===== config.mk =====
export PLATFORM = sky130hd
export DESIGN_NAME = raster_op_block_color
export DESIGN_NICKNAME = d
export VERILOG_FILES = /design/src/raster_pkg.sv /design/src/rop_if.sv /design/src/rop_unit.sv /design/src/raster_op_block_color.sv
export SDC_FILE = /design/constraint.sdc
export NUM_CORES = 1
export LEC_CHECK = 0
export BUFFER_PORTS_ARGS = -buffer_cell sky130_fd_sc_hd__buf_4
export CAP_MARGIN = 20
export CORE_MARGIN = 1
export CORE_UTILIZATION = 40
export CTS_CLUSTER_SIZE = 12
export DETAILED_ROUTE_END_ITERATION = 12
export PLACE_DENSITY = 0.69
export SYNTH_ARGS = -nofsm -noshare
export SYNTH_HDL_FRONTEND = slang
export SYNTH_SLANG_ARGS = --single-unit

===== constraint.sdc =====
create_clock -name clk -period 4.3 [get_ports clk]
set_input_delay 0.215 -clock clk [delete_from_list [all_inputs] [get_ports clk]]
set_output_delay 0.215 -clock clk [all_outputs]
set_load 0.05 [all_outputs]

===== src/raster_pkg.sv =====
// Purpose: Shared constants and types of the raster-op pixel write path
// Assumes: 32-bit register port, byte addresses, one word per register
// Notes: Offsets below form the software-visible register map

package raster_pkg;

   // ********************************************
   // Register map
   // ********************************************
   localparam int REG_ADDR_W = 8;
   localparam logic [7:0] OFF_ROP_CTRL = 8'h00;
   localparam logic [7:0] OFF_STATUS = 8'h04;
   localparam logic [7:0] OFF_BCOLOR_BASE = 8'h20;
   localparam logic [7:0] OFF_BCOLOR_LAST = 8'h3C;
   localparam int NUM_BCOLOR = 8;

   // ********************************************
   // Raster operation control fields
   // ********************************************
   localparam logic [31:0] ROP_CTRL_RESET = 32'h0000_0003;
   localparam logic [31:0] ROP_CTRL_MASK = 32'h0000_0F0F;
   localparam int ROP_LSB = 0;
   localparam int BITMAP_LSB = 8;
   localparam int BYTE_LSB = 10;

   localparam logic [3:0] ROP_ZERO = 4'h0;
   localparam logic [3:0] ROP_SRC = 4'h3;
   localparam logic [3:0] ROP_NOT_SRC = 4'hC;
   localparam logic [3:0] ROP_ONE = 4'hF;

   localparam logic [1:0] BM_8_PACKED = 2'h0;
   localparam logic [1:0] BM_8_UNPACKED = 2'h1;
   localparam logic [1:0] BM_12 = 2'h2;
   localparam logic [1:0] BM_24 = 2'h3;

   // Status register bits
   localparam int ST_PEND = 0;
   localparam int ST_STAGED = 1;
   localparam int ST_BUSY = 2;

   typedef enum logic [1:0]
   {
      MODE_NORMAL,
      MODE_BLOCK_FILL,
      MODE_BLOCK_STIPPLE,
      MODE_DMA_WR_COPY
   } draw_mode_t;

endpackage


===== src/rop_if.sv =====
// Purpose: Carries operands and result between write path and ROP unit
// Assumes: Same clock on both sides, purely combinational path
// Notes: None

`timescale 1ns/1ns

interface rop_if;
   logic [3:0] code;
   logic [31:0] src;
   logic [31:0] dest;
   logic [31:0] result;

   modport path
   (
      output code,
      output src,
      output dest,
      input result
   );

   modport unit
   (
      input code,
      input src,
      input dest,
      output result
   );
endinterface


===== src/rop_unit.sv =====
// Purpose: Boolean combination of source and destination pixel words
// Assumes: Code already forced to copy by the caller where needed
// Notes: Purely combinational

`timescale 1ns/1ns

module rop_unit
   import raster_pkg::*;
(
   rop_if.unit bus
);

   // ********************************************
   // Sixteen two-operand functions
   // ********************************************
   function automatic logic [31:0] combine(input logic [3:0] c,
                                           input logic [31:0] s,
                                           input logic [31:0] d);
      case (c)
         4'h0: combine = 32'h0000_0000;
         4'h1: combine = s & d;
         4'h2: combine = s & ~d;
         4'h3: combine = s;
         4'h4: combine = ~s & d;
         4'h5: combine = d;
         4'h6: combine = s ^ d;
         4'h7: combine = s | d;
         4'h8: combine = ~s & ~d;
         4'h9: combine = ~s ^ d;
         4'hA: combine = ~d;
         4'hB: combine = s | ~d;
         4'hC: combine = ~s;
         4'hD: combine = ~s | d;
         4'hE: combine = ~s | ~d;
         default: combine = 32'hFFFF_FFFF;
      endcase
   endfunction

   always_comb
   begin
      bus.result = combine(bus.code, bus.src, bus.dest);
   end

endmodule


===== src/raster_op_block_color.sv =====
// Purpose: Pixel write path with raster ops and block-color pattern
// Assumes: Memory takes a write in one cycle; reads answer later
// Notes: One-entry write buffer drains before a control write lands
//
// What this block does
// - Byte field picks destination byte lane for eight-bit unpacked bitmaps
// - Bitmap field names destination pixel format
// - Raster field selects source/destination combining function
// - Codes zero to seven fixed functions
// - Codes eight to fifteen fixed functions
// - Block and DMA-write modes always copy source
// - Destination read first only in normal mode, dest-using codes
// - Control write waits for write buffer drain
// - Control register resets to plain copy
// - Pattern is colors seven down to zero
// - Eight-bit block patterns carry four copies
// - Deep bitmaps use all eight colors
// - Eight-bit bitmaps use colors one, zero
// - Plane mask applies to block writes

`timescale 1ns/1ns

module raster_op_block_color
   import raster_pkg::*;
#(
   parameter int MEM_ADDR_W = 24
)
(
   input wire logic clk,
   input wire logic rst,
   input wire logic [REG_ADDR_W-1:0] reg_addr,
   input wire logic [31:0] reg_wdata,
   input wire logic reg_wr,
   input wire logic reg_rd,
   output logic [31:0] reg_rdata,
   input wire logic pix_valid,
   output logic pix_ready,
   input wire draw_mode_t pix_mode,
   input wire logic [MEM_ADDR_W-1:0] pix_addr,
   input wire logic [31:0] pix_src,
   input wire logic [31:0] plane_mask,
   output logic mem_rd_req,
   input wire logic mem_rd_valid,
   input wire logic [31:0] mem_rd_data,
   output logic mem_wr_req,
   output logic mem_block,
   output logic [MEM_ADDR_W-1:0] mem_addr,
   output logic [31:0] mem_wr_data,
   output logic [3:0] mem_byte_en,
   output logic [31:0] mem_plane_mask,
   output logic [255:0] block_pattern
);

   typedef enum
   {
      ST_IDLE,
      ST_WAIT_DEST,
      ST_WRITE
   } wr_state_t;

   // ********************************************
   // Decode helpers
   // ********************************************
   function automatic logic is_bcolor(input logic [REG_ADDR_W-1:0] a);
      is_bcolor = (a >= OFF_BCOLOR_BASE) && (a <= OFF_BCOLOR_LAST)
                  && (a[1:0] == 2'b00);
   endfunction

   function automatic logic [2:0] bcolor_idx(input logic [REG_ADDR_W-1:0] a);
      logic [REG_ADDR_W-1:0] off;
      off = a - OFF_BCOLOR_BASE;
      bcolor_idx = off[4:2];
   endfunction

   // Block and DMA-write modes bypass the programmed code
   function automatic logic forced_copy(input draw_mode_t m);
      forced_copy = (m != MODE_NORMAL);
   endfunction

   // Codes that never look at the destination skip the read
   function automatic logic needs_dest(input logic [3:0] c);
      needs_dest = !(c == ROP_ZERO || c == ROP_SRC
                     || c == ROP_NOT_SRC || c == ROP_ONE);
   endfunction

   // ********************************************
   // Register state
   // ********************************************
   logic [31:0] rop_ctrl;
   logic [31:0] next_rop_ctrl;
   logic [31:0] staged_ctrl;
   logic [31:0] next_staged_ctrl;
   logic staged;
   logic next_staged;
   logic [31:0] bcolor [NUM_BCOLOR];
   logic [31:0] next_bcolor [NUM_BCOLOR];
   logic [31:0] next_reg_rdata;
   logic [255:0] next_block_pattern;

   // ********************************************
   // Write path state
   // ********************************************
   wr_state_t state;
   wr_state_t next_state;
   logic pend;
   logic next_pend;
   draw_mode_t pend_mode;
   draw_mode_t next_pend_mode;
   logic [MEM_ADDR_W-1:0] pend_addr;
   logic [MEM_ADDR_W-1:0] next_pend_addr;
   logic [31:0] pend_src;
   logic [31:0] next_pend_src;
   logic [31:0] dest_word;
   logic [31:0] next_dest_word;
   logic next_mem_rd_req;
   logic next_mem_wr_req;
   logic next_mem_block;
   logic [MEM_ADDR_W-1:0] next_mem_addr;
   logic [31:0] next_mem_wr_data;
   logic [3:0] next_mem_byte_en;
   logic [31:0] next_mem_plane_mask;

   logic [3:0] rop_code;
   logic [1:0] bitmap_type;
   logic [1:0] byte_sel;
   logic [3:0] eff_code;
   logic take_pixel;

   rop_if rop_bus ();

   rop_unit u_rop
   (
      .bus(rop_bus)
   );

   assign rop_code = rop_ctrl[ROP_LSB +: 4];
   assign bitmap_type = rop_ctrl[BITMAP_LSB +: 2];
   assign byte_sel = rop_ctrl[BYTE_LSB +: 2];
   assign eff_code = forced_copy(pend_mode) ? ROP_SRC : rop_code;

   // buffer refuses new pixels while control write waits
   assign pix_ready = !pend && !staged;
   assign take_pixel = pix_valid && pix_ready;

   assign rop_bus.code = eff_code;
   assign rop_bus.src = pend_src;
   assign rop_bus.dest = dest_word;

   // ********************************************
   // Register port
   // ********************************************
   always_comb
   begin
      next_rop_ctrl = rop_ctrl;
      next_staged_ctrl = staged_ctrl;
      next_staged = staged;
      next_bcolor = bcolor;
      next_reg_rdata = 32'h0000_0000;
      if (reg_wr && reg_addr == OFF_ROP_CTRL)
      begin
         next_staged_ctrl = reg_wdata & ROP_CTRL_MASK;
         next_staged = 1'b1;
      end
      else if (reg_wr && is_bcolor(reg_addr))
      begin
         next_bcolor[bcolor_idx(reg_addr)] = reg_wdata;
      end
      // new value lands only once buffer and path are empty
      if (staged && !pend && state == ST_IDLE)
      begin
         next_rop_ctrl = staged_ctrl;
         next_staged = next_staged && reg_wr && reg_addr == OFF_ROP_CTRL;
      end
      if (reg_rd)
      begin
         if (reg_addr == OFF_ROP_CTRL)
         begin
            next_reg_rdata = rop_ctrl & ROP_CTRL_MASK;
         end
         else if (reg_addr == OFF_STATUS)
         begin
            next_reg_rdata[ST_PEND] = pend;
            next_reg_rdata[ST_STAGED] = staged;
            next_reg_rdata[ST_BUSY] = (state != ST_IDLE);
         end
         else if (is_bcolor(reg_addr))
         begin
            next_reg_rdata = bcolor[bcolor_idx(reg_addr)];
         end
      end
      next_block_pattern = {bcolor[7], bcolor[6], bcolor[5], bcolor[4],
                            bcolor[3], bcolor[2], bcolor[1], bcolor[0]};
      if (bitmap_type == BM_8_PACKED || bitmap_type == BM_8_UNPACKED)
      begin
         // two words, four copies make 32 pixels
         next_block_pattern = {4{bcolor[1], bcolor[0]}};
      end
   end

   // color words carry no reset value
   always_ff @(posedge clk)
   begin
      bcolor <= next_bcolor;
      block_pattern <= next_block_pattern;
   end

   always_ff @(posedge clk)
   begin
      if (rst)
      begin
         rop_ctrl <= ROP_CTRL_RESET;
         staged_ctrl <= ROP_CTRL_RESET;
         staged <= 1'b0;
         reg_rdata <= 32'h0000_0000;
      end
      else
      begin
         rop_ctrl <= next_rop_ctrl;
         staged_ctrl <= next_staged_ctrl;
         staged <= next_staged;
         reg_rdata <= next_reg_rdata;
      end
   end

   // ********************************************
   // Pixel write sequence
   // ********************************************
   always_comb
   begin
      next_state = state;
      next_pend = pend;
      next_pend_mode = pend_mode;
      next_pend_addr = pend_addr;
      next_pend_src = pend_src;
      next_dest_word = dest_word;
      next_mem_rd_req = 1'b0;
      next_mem_wr_req = 1'b0;
      next_mem_block = 1'b0;
      next_mem_addr = mem_addr;
      next_mem_wr_data = mem_wr_data;
      next_mem_byte_en = mem_byte_en;
      next_mem_plane_mask = mem_plane_mask;
      if (take_pixel)
      begin
         next_pend = 1'b1;
         next_pend_mode = pix_mode;
         next_pend_addr = pix_addr;
         next_pend_src = pix_src;
      end
      case (state)
         ST_IDLE:
         begin
            if (pend)
            begin
               if (pend_mode != MODE_DMA_WR_COPY && needs_dest(eff_code))
               begin
                  next_mem_rd_req = 1'b1;
                  next_mem_addr = pend_addr;
                  next_state = ST_WAIT_DEST;
               end
               else
               begin
                  next_dest_word = 32'h0000_0000;
                  next_state = ST_WRITE;
               end
            end
         end
         ST_WAIT_DEST:
         begin
            if (mem_rd_valid)
            begin
               next_dest_word = mem_rd_data;
               next_state = ST_WRITE;
            end
         end
         ST_WRITE:
         begin
            next_mem_wr_req = 1'b1;
            next_mem_addr = pend_addr;
            next_mem_wr_data = rop_bus.result;
            next_mem_block = (pend_mode == MODE_BLOCK_FILL)
                             || (pend_mode == MODE_BLOCK_STIPPLE);
            next_mem_plane_mask = plane_mask;
            next_mem_byte_en = 4'hF;
            if (bitmap_type == BM_8_UNPACKED)
            begin
               next_mem_byte_en = 4'(4'h1 << byte_sel);
            end
            next_pend = 1'b0;
            next_state = ST_IDLE;
         end
         default:
         begin
            next_state = ST_IDLE;
         end
      endcase
   end

   always_ff @(posedge clk)
   begin
      if (rst)
      begin
         state <= ST_IDLE;
         pend <= 1'b0;
         pend_mode <= MODE_NORMAL;
         pend_addr <= '0;
         pend_src <= 32'h0000_0000;
         dest_word <= 32'h0000_0000;
         mem_rd_req <= 1'b0;
         mem_wr_req <= 1'b0;
         mem_block <= 1'b0;
         mem_addr <= '0;
         mem_wr_data <= 32'h0000_0000;
         mem_byte_en <= 4'h0;
         mem_plane_mask <= 32'h0000_0000;
      end
      else
      begin
         state <= next_state;
         pend <= next_pend;
         pend_mode <= next_pend_mode;
         pend_addr <= next_pend_addr;
         pend_src <= next_pend_src;
         dest_word <= next_dest_word;
         mem_rd_req <= next_mem_rd_req;
         mem_wr_req <= next_mem_wr_req;
         mem_block <= next_mem_block;
         mem_addr <= next_mem_addr;
         mem_wr_data <= next_mem_wr_data;
         mem_byte_en <= next_mem_byte_en;
         mem_plane_mask <= next_mem_plane_mask;
      end
   end

endmodule


==> run metrics <==
RSZ-0062 raised after global routing=no; post-CTS setup buffers=0; post-layout util=53.33%; cell count after synthesis=between 2000 and 3000; sequential share of the synthesized area=between 60% and 70%; Hold Path Sink=reg_rdata[11]$_SDFF_PP0_; core area=between 70000 and 80000 µm²; CP Max Fanout=32; register-to-register setup slack=approximately 1200 ps; CP delay by family, top=simple AND/OR/NAND/NOR gates; grt ovf=0; DR pass1 iterations=5; first-pass GRT wire length=about 130000 µm; die area=71790 µm²; post-route minimum period=just over 3000 ps; Cells after DPL=between 3000 and 4000; vias after detailed routing=21991; Hold Fails Final Rpt=0; area growth from synthesis to final layout=32.01%; instance count on the critical path=4; Total GRT Usage=24.00%; max-cap viol count=0; Worst-Margin Slew=roughly 1100 ps; Synth cell types=70; fin crit share=70.95%; power per cell area=405.8 nW/µm²; fmax=roughly 330 MHz; Via-to-Cell Ratio=roughly 5.2; Worst Skew=42.53 ps; Worst slew margin=29.96%; vias in the first global route=~21000; Fill cells=5815; DRT Wirelength=88890 µm; pin count of the biggest net entering global routing=130; Setup WS post-layout=between 1000 and 1500 ps; Setup TNS Final=0 ps; Min-Delay Path Class=input pin to flip-flop; Lkg Pwr=14.73 nW; HP Start=reg_rd; number of remaining DRC errors=0; CTS tree=done; Max Transition Viols Final=0; Clock Root Buffer=clkbuf_16; Net Count, Synth=2745; Reg clk slew, reported paths=roughly 60 ps; worst skew pair latency=630 ps; RR Startpoint=rop_ctrl[0]$_SDFFE_PP1P_; Die Y=roughly 270 µm; reg2reg path depth=4; Mapped Area=28290 µm²; Finished Layout Cells=4220; worst slack, placed=between 1000 and 1500 ps; outcome=finished, final reports clean; Antenna Nets Post-Route=0; nets=3380; Crit. End Element=flip-flop; Placement Rows=97; Die Width=267.9 µm; slowest cell delay on critical path=960 ps; total power=approximately 0.015 W; fraction of layout cells with a size suffix above 1=approximately a quarter; Initial Utilization=about two fifths; Final Setup Violations=0; DRT iter0 DRCs=around 2000; Mapped Avg Cell Area=10.99 µm²; worst path required time=around 4800 ps; slowest library cell on the worst path=and3_1; VDD IR max=0.3108 mV; port bufs=551; WP data arrival=roughly 3600 ps; synth warn=0; Yosys reg bits=between 700 and 800; Max Root-Sink Buffers=3; htree depth=3; antenna violations before repair=6; Final GP Congestion=around 0.85; CTS Buf Count=79; r2r endpoint=mem_wr_data[19]$_SDFFE_PP0P_; WL per Instance=roughly 21 µm; DPL Wire Length=60110 µm; CP Class=flip-flop to flip-flop; crit start category=flip-flop; Post-synth EDFFs=about 260; worst hold path depth=3; CTS Sinks=~750; Bufs and invs on worst path=0; asr flop ratio synth=0%; Synth Flop Type=dfxtp_1; I/O pin cnt=roughly 550; crit-path cells=and2b_1 > and3_1 > a221oi_1 > a311oi_1
==> layout make-up <==
cell class	instances	area [µm²]	area share (%)
Timing Repair Buffer	755	6125	16.40
Multi-Input combinational cell	1614	9871	26.43
Sequential cell	749	17570	47.04
Inverter	11	41.29	0.1106
Clock buffer	127	2260	6.051
Antenna cell	4	10.01	0.02680
Clock inverter	20	296.5	0.7940
Tap cell	940	1176	3.149
==> layout by cell type, fill, tap and decap left out, types with 60 or more instances in the layout <==
master / netlist / layout
edfxtp_1: 256 / 256
dfxtp_1: 493 / 488
mux2i_1: 87 / 87
nand2b_1: 74 / 73
buf_4: 6 / 585
mux4_2: 64 / 64
a21oi_1: 135 / 135
nand2_1: 642 / 641
dlygate4sd3_1: 0 / 166
nor2_1: 166 / 160
o21ai_0: 60 / 60
clkbuf_16: 0 / 80
==> tightest hold or removal path, delay by kind of cell <==
family,cells,cell delay [ps]
buf+inv,1,80
simple gates,2,340
==> metal layers <==
layer  vias to the layer above  part of all wire [%]  wire length, µm  track usage, %
li1                      10292                     -                -               -
met1                     10570                    40            35910           29.96
met2                       988                    49            43120           40.61
met3                       137                   7.8             6954           5.086
met4                         4                   3.2             2877           9.297
met5                         -                 0.033               29               0
==> synthesized netlist by cell type, types with 25 or more instances <==
cell	n	area share [%]
a22o_1	33	1.0
clkbuf_1	116	1.5
a221oi_1	46	1.4
nor2_1	166	2.2
a21oi_1	135	2.4
mux4_2	64	5.1
mux2i_1	87	3.1
nand2b_1	74	1.6
dfxtp_1	493	35
o21ai_0	60	1.1
buf_2	45	0.80
nor2b_1	25	0.55
nand2_1	642	8.5
edfxtp_1	256	27
==> worst max path at each step <==
stage | from | end | slack, ps
final | rop_ctrl[0]$_SDFFE_PP1P_ | mem_wr_data[19]$_SDFFE_PP0P_ | 1250
after global routing | rop_ctrl[3]$_SDFFE_PP0P_ | mem_wr_data[14]$_SDFFE_PP0P_ | 1060
after CTS | rop_ctrl[0]$_SDFFE_PP1P_ | mem_wr_data[19]$_SDFFE_PP0P_ | 1290
after detailed placement | rop_ctrl[0]$_SDFFE_PP1P_ | mem_wr_data[19]$_SDFFE_PP0P_ | 1300
after global placement | rop_ctrl[0]$_SDFFE_PP1P_ | mem_wr_data[19]$_SDFFE_PP0P_ | 1420
after floorplan | reg_addr[4] | bcolor[100]$_DFFE_PP_ | 410
==> power breakdown <==
part	internal (W)	leakage, nW	switching (W)
clock	0.00373	1.23	0.00286
combinational	0.000458	7.12	0.000610
sequential	0.00740	6.39	0.0000967
==> state kept, by name (all words and copies together) (netlist names) <==
signal / count
bcolor: 256
block_pattern: 256
dest_word: 32
mem_addr: 24
mem_block: 1
mem_byte_en: 4
mem_plane_mask: 32
mem_rd_req: 1
mem_wr_data: 32
mem_wr_req: 1
pend: 1
pend_addr: 24
pend_mode: 2
pend_src: 32
reg_rdata: 32
rop_ctrl: 8
staged: 1
staged_ctrl: 8
state: 2
==> cells by family (layout without fill, tap and decap cells) <==
family                     count (synthesis)  in the layout  synth area share, %
muxes                                    153            153                8.253
AOI/OAI and AO/OA                        440            440                10.58
xor gates and xnor gates                  22             22               0.6812
and+or+nand+nor                          997            997                14.95
buffers and inverters                    212            913                3.375
other                                      0              4                    0
adders and majority gates                  2              2              0.08845
DFF                                      749            749                62.06
==> metrics by stage <==
step / hold slack (ps) / cell area (µm²)
2_1_floorplan: 313.9 / 28290
3_3_place_gp: 381.2 / 33120
3_5_place_dp: 381.0 / 33120
4_1_cts: 14.84 / 37330
5_1_grt: 53.33 / 37340
6_report: 56.19 / 37340
==> what timing repair did <==
action	4_1_cts	5_1_grt
hold endpoints to repair	392	0
resized for setup	0	0
hold buffers	166	0
Note: power is estimated with default switching activity, not from simulation.
